File: config.mk
export PLATFORM = sky130hd
export DESIGN_NAME = dws_acquire
export DESIGN_NICKNAME = d
export VERILOG_FILES = /design/src/hdl/dws_pkg.sv /design/src/hdl/dws_acquire.sv
export VERILOG_INCLUDE_DIRS = /design/src /design/src/hdl
export SDC_FILE = /design/constraint.sdc
export NUM_CORES = 1
export LEC_CHECK = 0
export BUFFER_PORTS_ARGS = -buffer_cell sky130_fd_sc_hd__buf_4
export CORE_UTILIZATION = 40
export CTS_CLUSTER_SIZE = 20
export DETAILED_ROUTE_END_ITERATION = 16
export PLACE_DENSITY = 0.64
export RECOVER_POWER = 25
export SKIP_CTS_REPAIR_TIMING = 1
export SLEW_MARGIN = 10
export SYNTH_ARGS = -nofsm -noshare
export SYNTH_HDL_FRONTEND = slang
export SYNTH_SLANG_ARGS = --single-unit
File: constraint.sdc
create_clock -name mclk -period 6.2 [get_ports mclk]
set_input_delay 1.24 -clock mclk [delete_from_list [all_inputs] [get_ports mclk]]
set_output_delay 1.24 -clock mclk [all_outputs]
set_load 0.03 [all_outputs]
File: src/hdl/dws_cfg.svh
// Constants for the dword synchronization acquisition block
`ifndef DWS_CFG_SVH
`define DWS_CFG_SVH
`define DWS_K285_RD_NEG 10'h17c
`define DWS_K285_RD_POS 10'h283
`define DWS_SYMS_PER_DWORD 4
`define DWS_SYM_W 10
`define DWS_LOS_SYNC_STAGES 3
`endif

File: src/hdl/dws_pkg.sv
// Types for the dword synchronization acquisition block
package dws_pkg;
  // Gray coded along acquire -> one -> two -> acquired -> lose stages
  typedef enum logic [2:0] {
    DWS_ACQ_START = 3'h0,
    DWS_ONE_VALID = 3'h1,
    DWS_TWO_VALID = 3'h3,
    DWS_SYNC_ACQ  = 3'h2,
    DWS_LOSE1     = 3'h6,
    DWS_LOSE1_VAL = 3'h7,
    DWS_LOSE2     = 3'h5,
    DWS_LOSE2_VAL = 3'h4
  } dws_state_e;

  // Per-dword verdict from the decoder
  typedef struct packed {
    logic prim_valid;
    logic dword_valid;
    logic dword_invalid;
  } dws_verdict_s;

  typedef logic [39:0] dws_dword_t;
endpackage

File: src/hdl/dws_acquire.sv
// Dword synchronization acquisition with K28.5 alignment and connection gating
//
// Contract
// [RQ1] After OOB or loss of signal in sync, enter acquire start, disable connection fsm.
// [RQ2] In acquire start, first K28.5 seen is placed in byte position zero.
// [RQ3] In acquire start, realign on every K28.5 until a valid primitive decodes.
// [RQ4] Acquire start moves to one-valid on a valid primitive.
// [RQ5] Acquire start stays put on a valid non-primitive dword.
// [RQ6] Acquire start stays put on invalid dword or loss, still realigning.
// [RQ7] One-valid moves to two-valid on another valid primitive.
// [RQ8] One-valid stays put on a valid non-primitive dword.
// [RQ9] One-valid returns to acquire start on invalid dword or loss.
// [RQ10] Two-valid moves to sync-acquired on a further valid primitive.
// [RQ11] Two-valid stays put on a valid non-primitive dword.
// [RQ12] Two-valid returns to acquire start on invalid dword or loss.
// [RQ13] Sync-acquired enables connection fsm and forwards the current primitive.
// [RQ14] Without sync, received data is not forwarded to the connection fsm.
// [RQ15] Sync-acquired stays put on a valid dword.
// [RQ16] Sync-acquired moves to first lose-sync stage on an invalid dword.
// [RQ17] Sync-acquired returns to acquire start on loss of signal.
// [RQ18] Reset starts in acquire start, connection fsm off, no alignment.
`timescale 1ns/1ps
`include "dws_cfg.svh"

module dws_acquire
  import dws_pkg::*;
#(
  parameter int SYM_W = `DWS_SYM_W
) (
  input wire logic mclk,
  input wire logic rst,
  input wire logic sym_valid,
  input wire logic [SYM_W-1:0] sym_data,
  input wire logic oob_done,
  input wire logic loss_of_signal,
  input wire logic verdict_valid,
  input wire dws_verdict_s verdict,
  output logic dword_out_valid_reg,
  output dws_dword_t dword_out_reg,
  output logic align_valid_reg,
  output logic [1:0] lane_reg,
  output logic conn_enable_reg,
  output logic fwd_valid_reg,
  output dws_state_e state_reg
);

  logic los_s1, los_s2, los_s3;
  logic [SYM_W*3-1:0] shift_reg;
  logic [1:0] lane_next;
  logic is_k285;
  logic realign;
  logic lose_sync;
  dws_state_e state_next;
  logic [1:0] lose_cnt_reg;
  logic los_evt;
  logic ev_prim, ev_data, ev_bad;

  // Loss of signal comes from the analog detector, so it is synchronised
  always_ff @(posedge mclk) begin
    if (rst) begin
      los_s1 <= 1'b1;
      los_s2 <= 1'b1;
      los_s3 <= 1'b1;
    end else begin
      los_s1 <= loss_of_signal;
      los_s2 <= los_s1;
      los_s3 <= los_s2;
    end
  end

  // A change counts only once the second and third stages agree
  logic los_level_reg;
  always_ff @(posedge mclk) begin
    if (rst) begin
      los_level_reg <= 1'b1;
    end else if (los_s2 == los_s3) begin
      los_level_reg <= los_s3;
    end
  end

  assign los_evt = los_level_reg;
  assign is_k285 = sym_valid && (sym_data == SYM_W'(`DWS_K285_RD_NEG) || sym_data == SYM_W'(`DWS_K285_RD_POS));
  assign realign = (state_reg == DWS_ACQ_START) && is_k285; // [RQ2] [RQ3] [RQ6]
  assign ev_prim = verdict_valid && !los_evt && verdict.prim_valid && !verdict.dword_invalid;
  assign ev_data = verdict_valid && !los_evt && verdict.dword_valid && !verdict.prim_valid && !verdict.dword_invalid;
  assign ev_bad = los_evt || (verdict_valid && verdict.dword_invalid);
  assign lose_sync = (lose_cnt_reg == 2'(`DWS_LOS_SYNC_STAGES - 1));

  // Symbol lane counter: K28.5 forces lane zero while acquiring
  always_comb begin
    lane_next = lane_reg;
    if (sym_valid) begin
      if (realign) begin
        lane_next = 2'h1; // [RQ2] [RQ3]
      end else begin
        lane_next = lane_reg + 2'h1;
      end
    end
  end

  always_ff @(posedge mclk) begin
    if (rst) begin
      lane_reg <= 2'h0;
      shift_reg <= '0;
      dword_out_reg <= '0;
      dword_out_valid_reg <= 1'b0;
      align_valid_reg <= 1'b0; // [RQ18]
    end else begin
      lane_reg <= lane_next;
      dword_out_valid_reg <= 1'b0;
      // Cleared first so that a comma arriving with the OOB pulse while already in acquire start still sets alignment
      if (oob_done) begin
        align_valid_reg <= 1'b0;
      end
      if (sym_valid) begin
        if (realign) begin
          shift_reg <= {{(SYM_W*2){1'b0}}, sym_data};
          align_valid_reg <= 1'b1;
        end else if (lane_reg == 2'h3) begin
          dword_out_reg <= {shift_reg, sym_data};
          dword_out_valid_reg <= align_valid_reg;
        end else begin
          shift_reg <= {shift_reg[SYM_W*2-1:0], sym_data};
        end
      end
    end
  end

  always_comb begin
    state_next = state_reg;
    case (state_reg)
      DWS_ACQ_START: begin
        if (ev_prim) begin
          state_next = DWS_ONE_VALID; // [RQ4]
        end else begin
          state_next = DWS_ACQ_START; // [RQ5] [RQ6]
        end
      end
      DWS_ONE_VALID: begin
        if (ev_bad) begin
          state_next = DWS_ACQ_START; // [RQ9]
        end else if (ev_prim) begin
          state_next = DWS_TWO_VALID; // [RQ7]
        end else begin
          state_next = DWS_ONE_VALID; // [RQ8]
        end
      end
      DWS_TWO_VALID: begin
        if (ev_bad) begin
          state_next = DWS_ACQ_START; // [RQ12]
        end else if (ev_prim) begin
          state_next = DWS_SYNC_ACQ; // [RQ10]
        end else begin
          state_next = DWS_TWO_VALID; // [RQ11]
        end
      end
      DWS_SYNC_ACQ: begin
        if (los_evt) begin
          state_next = DWS_ACQ_START; // [RQ17] [RQ1]
        end else if (ev_bad) begin
          state_next = DWS_LOSE1; // [RQ16]
        end else begin
          state_next = DWS_SYNC_ACQ; // [RQ15]
        end
      end
      // Lose-sync stages: invalid deepens, two valids step back one level
      DWS_LOSE1: begin
        if (los_evt || (ev_bad && lose_sync)) begin
          state_next = DWS_ACQ_START;
        end else if (ev_bad) begin
          state_next = DWS_LOSE2;
        end else if (ev_prim || ev_data) begin
          state_next = DWS_LOSE1_VAL;
        end
      end
      DWS_LOSE1_VAL: begin
        if (los_evt || (ev_bad && lose_sync)) begin
          state_next = DWS_ACQ_START;
        end else if (ev_bad) begin
          state_next = DWS_LOSE2;
        end else if (ev_prim || ev_data) begin
          state_next = (lose_cnt_reg == 2'h0) ? DWS_SYNC_ACQ : DWS_LOSE1;
        end
      end
      DWS_LOSE2: begin
        if (los_evt || (ev_bad && lose_sync)) begin
          state_next = DWS_ACQ_START;
        end else if (ev_bad) begin
          state_next = DWS_LOSE2;
        end else if (ev_prim || ev_data) begin
          state_next = DWS_LOSE2_VAL;
        end
      end
      DWS_LOSE2_VAL: begin
        if (los_evt || (ev_bad && lose_sync)) begin
          state_next = DWS_ACQ_START;
        end else if (ev_bad) begin
          state_next = DWS_LOSE2;
        end else if (ev_prim || ev_data) begin
          state_next = DWS_LOSE1;
        end
      end
      default: begin
        state_next = DWS_ACQ_START;
      end
    endcase
    if (oob_done) begin
      state_next = DWS_ACQ_START; // [RQ1]
    end
  end

  // Depth of the lose-sync ladder: 0 for first stage, up to 2 for third
  logic [1:0] lose_cnt_next;
  always_comb begin
    lose_cnt_next = lose_cnt_reg;
    if (state_next == DWS_ACQ_START || state_next == DWS_SYNC_ACQ) begin
      lose_cnt_next = 2'h0;
    end else if (state_reg != DWS_SYNC_ACQ && ev_bad && !los_evt && (state_next == DWS_LOSE2)) begin
      lose_cnt_next = lose_cnt_reg + 2'h1;
    end else if ((state_reg == DWS_LOSE1_VAL || state_reg == DWS_LOSE2_VAL) && state_next == DWS_LOSE1
                 && lose_cnt_reg != 2'h0) begin
      lose_cnt_next = lose_cnt_reg - 2'h1;
    end
  end

  always_ff @(posedge mclk) begin
    if (rst) begin
      state_reg <= DWS_ACQ_START; // [RQ18]
      lose_cnt_reg <= 2'h0;
    end else begin
      state_reg <= state_next;
      lose_cnt_reg <= lose_cnt_next;
    end
  end

  // Enable is held through lose-sync stages since alignment may still be good
  always_ff @(posedge mclk) begin
    if (rst) begin
      conn_enable_reg <= 1'b0; // [RQ18]
      fwd_valid_reg <= 1'b0;
    end else begin
      conn_enable_reg <= (state_next != DWS_ACQ_START) && (state_next != DWS_ONE_VALID)
                         && (state_next != DWS_TWO_VALID); // [RQ1] [RQ13]
      // The third primitive itself is forwarded on the acquiring transition
      // OOB wins: nothing is forwarded on the cycle the link restarts acquisition
      fwd_valid_reg <= !oob_done && ((state_reg == DWS_TWO_VALID && ev_prim)
                       || (state_reg == DWS_SYNC_ACQ && (ev_prim || ev_data))); // [RQ13] [RQ14]
    end
  end

endmodule

==> impl_results.rst <==
.. list-table::
   :header-rows: 1

   * - Metric
     - Value
   * - Type of origin of the critical path
     - input port
   * - Max Transition Viols Final
     - 0
   * - Run status
     - finished clean
   * - Count of TritonRoute iterations in the first routing pass
     - 4
   * - Accumulated negative setup slack
     - 0 ns
   * - Placer's final routability congestion estimate
     - 0.8703
   * - Most frequent cells in the layout
     - 85 x dfxtp_1, 61 x nand3_1, 47 x a21oi_1
   * - Share of synthesized area occupied by flip-flops and latches
     - 0.4524
   * - Maximum number of pins on one net before global-route repair
     - 92
   * - Via/cell ratio
     - 5.571
   * - Async SR Flop Fraction
     - 0
   * - Leak Pwr
     - 1.443 nW
   * - Number of nets produced by synthesis
     - 458
   * - Area of the die
     - 9794 um^2
   * - Setup Skew
     - 0.009064 ns
   * - Post-Synthesis Cells
     - 438
   * - Clk root buf
     - clkbuf_8
   * - Number of top-level pins
     - 68
   * - TritonCTS clock tree
     - yes
   * - Family with the most delay on the worst path
     - compound AO/OA/AOI/OAI gates
   * - Half-perimeter wire length after detailed placement
     - 5.779 mm
   * - Layout area overhead
     - 15.97%
   * - Capturing element type of the critical path
     - register
   * - Met3 track utilization from global routing
     - 0.02979
   * - Yosys reg bits
     - 85
   * - Total wire length after detailed routing
     - 9.251 mm
   * - GRT Overall Usage
     - 0.1966
   * - Share of final-layout standard cells stronger than drive strength 1
     - 0.1357
   * - Global-route wire length before repair
     - 15.44 mm
   * - Post-route design area
     - 4362 um^2
   * - Required time at the worst-slack endpoint
     - 6.47 ns
   * - Buffer depth of the longest clock path
     - 2
   * - DRC Markers
     - 0
   * - Switching portion of total power
     - 0.2287
   * - Antenna violations before repair
     - 0
   * - Residual antenna-violating net count after detailed routing
     - 0
   * - CTS sink cnt
     - 85
   * - Number of flops mapped to enable cells by yosys
     - 0
   * - Worst min-delay path category
     - reg2reg
   * - H-tree levels
     - 3
   * - Top flip-flop cell by instance count after synthesis
     - dfxtp_1
   * - Vias
     - 3,287
   * - Core outline area
     - 9153 um^2
   * - Cell Int Power
     - 0.0008250 W
   * - Number of CTS-inserted buffers
     - 9
   * - Worst hold-check slack
     - 0.4157 ns
   * - Comb pwr share
     - 0.063
   * - Met2 Usage GRT
     - 0.2690
   * - Fillers
     - 914
   * - Diodes inserted
     - 0
   * - Count of routing violations after the opening detailed-route iteration
     - 310
   * - Final core area utilization
     - 0.4766
   * - Flip-flop count of the largest register after layout
     - 40
   * - Total of buffers placed on input and output ports
     - 67
   * - Post-Syn Area per Cell
     - 8.587 um^2
   * - Final cycle utilization of the critical path
     - 0.5023
   * - Cell at the slowest stage of the critical path
     - a21boi_1
   * - Pin slew with the least headroom to its limit
     - 1.152 ns
   * - Met1 global-route usage
     - 0.3059
   * - Unrepaired setup endpoints after global routing
     - no
   * - Data arrival time at the worst-slack endpoint
     - 3.38 ns
   * - CP cell instances
     - buf_4, nor4_1, and4_1, o211ai_1, a21boi_1, mux2i_1
   * - Worst slew margin relative to its limit
     - 0.2306
   * - Max Fanout on Critical Path
     - 10
   * - Buffers plus inverters on the worst setup path
     - 1
   * - Clock transition at the registers of the reported paths
     - 0.08 ns
   * - Cell Rows
     - 35
   * - Commonest non-fill, non-tap cell in the layout
     - dfxtp_1
   * - Share of total power in sequential cells
     - 0.531
   * - Insertion delay to the later sink of the worst-skew pair
     - 0.35 ns
   * - Total setup violations reported at the end of the flow
     - 0
   * - Worst-case vdd ir drop
     - 0.1301 mV
   * - Crit path setup slack, layout
     - 3.086 ns
   * - Max-cap violation count
     - 0
   * - Switching power
     - 0.0002446 W
   * - Distinct cells, synth
     - 46
   * - Overflow after GRT
     - 0
   * - Fraction of power consumed by the clock network
     - 0.406
   * - Max frequency
     - 321.1 MHz
   * - Starting Density
     - 0.4109
   * - Worst-case setup slack after placement
     - 2.704 ns
   * - Number of warnings issued by yosys
     - 0
   * - Total standard cell area after synthesis
     - 3761 um^2
   * - Number of global-route vias before repair
     - 2,925
   * - Most Crowded Layer GR
     - met1
   * - Final net count
     - 494
   * - Largest stage delay on the critical path
     - 0.94 ns
   * - Width of the die
     - 98.97 um
   * - Final hold vios
     - 0
   * - Average detailed-routed wire length per instance
     - 15.68 um
   * - Category of the most critical setup path
     - in2reg
   * - Cell Pwr Density
     - 245.2 nW/um^2
   * - Tmin final
     - 3.114 ns
   * - Die span in y
     - 98.97 um
   * - Placed standard-cell area
     - 4247 um^2
## metrics by stage
step / power [W] / cells
after global routing: 0.001113 / 590
after floorplan: 0.0006213 / 438
final: 0.001070 / 590
after detailed placement: 0.0006487 / 574
after CTS: 0.001077 / 590
after global placement: 0.0006472 / 574
## per-layer routing
metal	up-vias	wire length [um]
li1	1669	-
met4	0	101
met5	-	0
met3	6	509
met1	1515	4736
met2	97	3903
## area by class of cell
class	count	area, um^2	share of cell area
Timing Repair Buffer	70	420.4	0.09639
Multi-Input combinational cell	302	1861	0.4266
Inverter	6	22.52	0.005164
Tap cell	111	138.9	0.03184
Clock inverter	3	68.82	0.01578
Sequential cell	85	1702	0.3901
Clock buffer	13	148.9	0.03414
## worst register-to-register path, stage by stage, from the launching register on
cell,delay [ns]
dfxtp_1,0.42
nor3_1,0.49
o211ai_1,0.21
a21boi_1,0.94
mux2i_1,0.28
## kinds of logic after synthesis
group                    Yosys count  share of synthesized area
AND/OR/NAND/NOR                  162                     0.2608
AO/OA/AOI/OAI                    127                     0.1983
flip-flops                        85                     0.4524
buffers and inverters             51                    0.05356
multiplexers                      11                    0.02928
XOR/XNOR                           1                   0.002329
adder cells (fa/ha/maj)            1                   0.003326
## final timing paths
kind	start	to	slack, ns	cells past startpoint
hold reg to reg	los_s1$_SDFF_PP1_	los_s2$_SDFF_PP1_	0.42	1
hold / removal	los_s1$_SDFF_PP1_	los_s2$_SDFF_PP1_	0.42	1
setup / recovery	sym_data[2]	shift_reg[4]$_SDFFE_PP0P_	3.09	6
setup reg to reg	state_reg[2]$_SDFF_PP0_	shift_reg[4]$_SDFFE_PP0P_	3.79	4
## power groups by stage
stage / registers, W / clock network (W) / logic [W]
finish: 0.000567 / 0.000435 / 0.0000675
global route: 0.000569 / 0.000469 / 0.0000743
CTS: 0.000568 / 0.000441 / 0.0000685
detailed placement: 0.000580 / 0 / 0.0000683
global placement: 0.000580 / 0 / 0.0000672
floorplan: 0.000581 / 0 / 0.0000406
## synthesized netlist by cell type, types with 3 or more instances
| cell type | instances | area (um^2) |
|---|---|---|
| clkbuf_1 | 36 | 135.1 |
| nand3_1 | 61 | 305.3 |
| o21ai_1 | 15 | 75.07 |
| nand2b_1 | 41 | 256.5 |
| o21ai_0 | 29 | 145.1 |
| o211ai_1 | 3 | 22.52 |
| nor3_1 | 5 | 25.02 |
| nor2_1 | 9 | 33.78 |
| a31oi_1 | 20 | 125.1 |
| nor3b_1 | 3 | 22.52 |
| inv_1 | 5 | 18.77 |
| or2_2 | 3 | 18.77 |
| a21oi_1 | 47 | 235.2 |
| mux2i_1 | 11 | 110.1 |
| nand4b_1 | 22 | 192.7 |
| dfxtp_1 | 85 | 1702 |
| nand2_1 | 5 | 18.77 |
| buf_1 | 6 | 22.52 |
No activity file was read; power rests on OpenSTA's default activity.
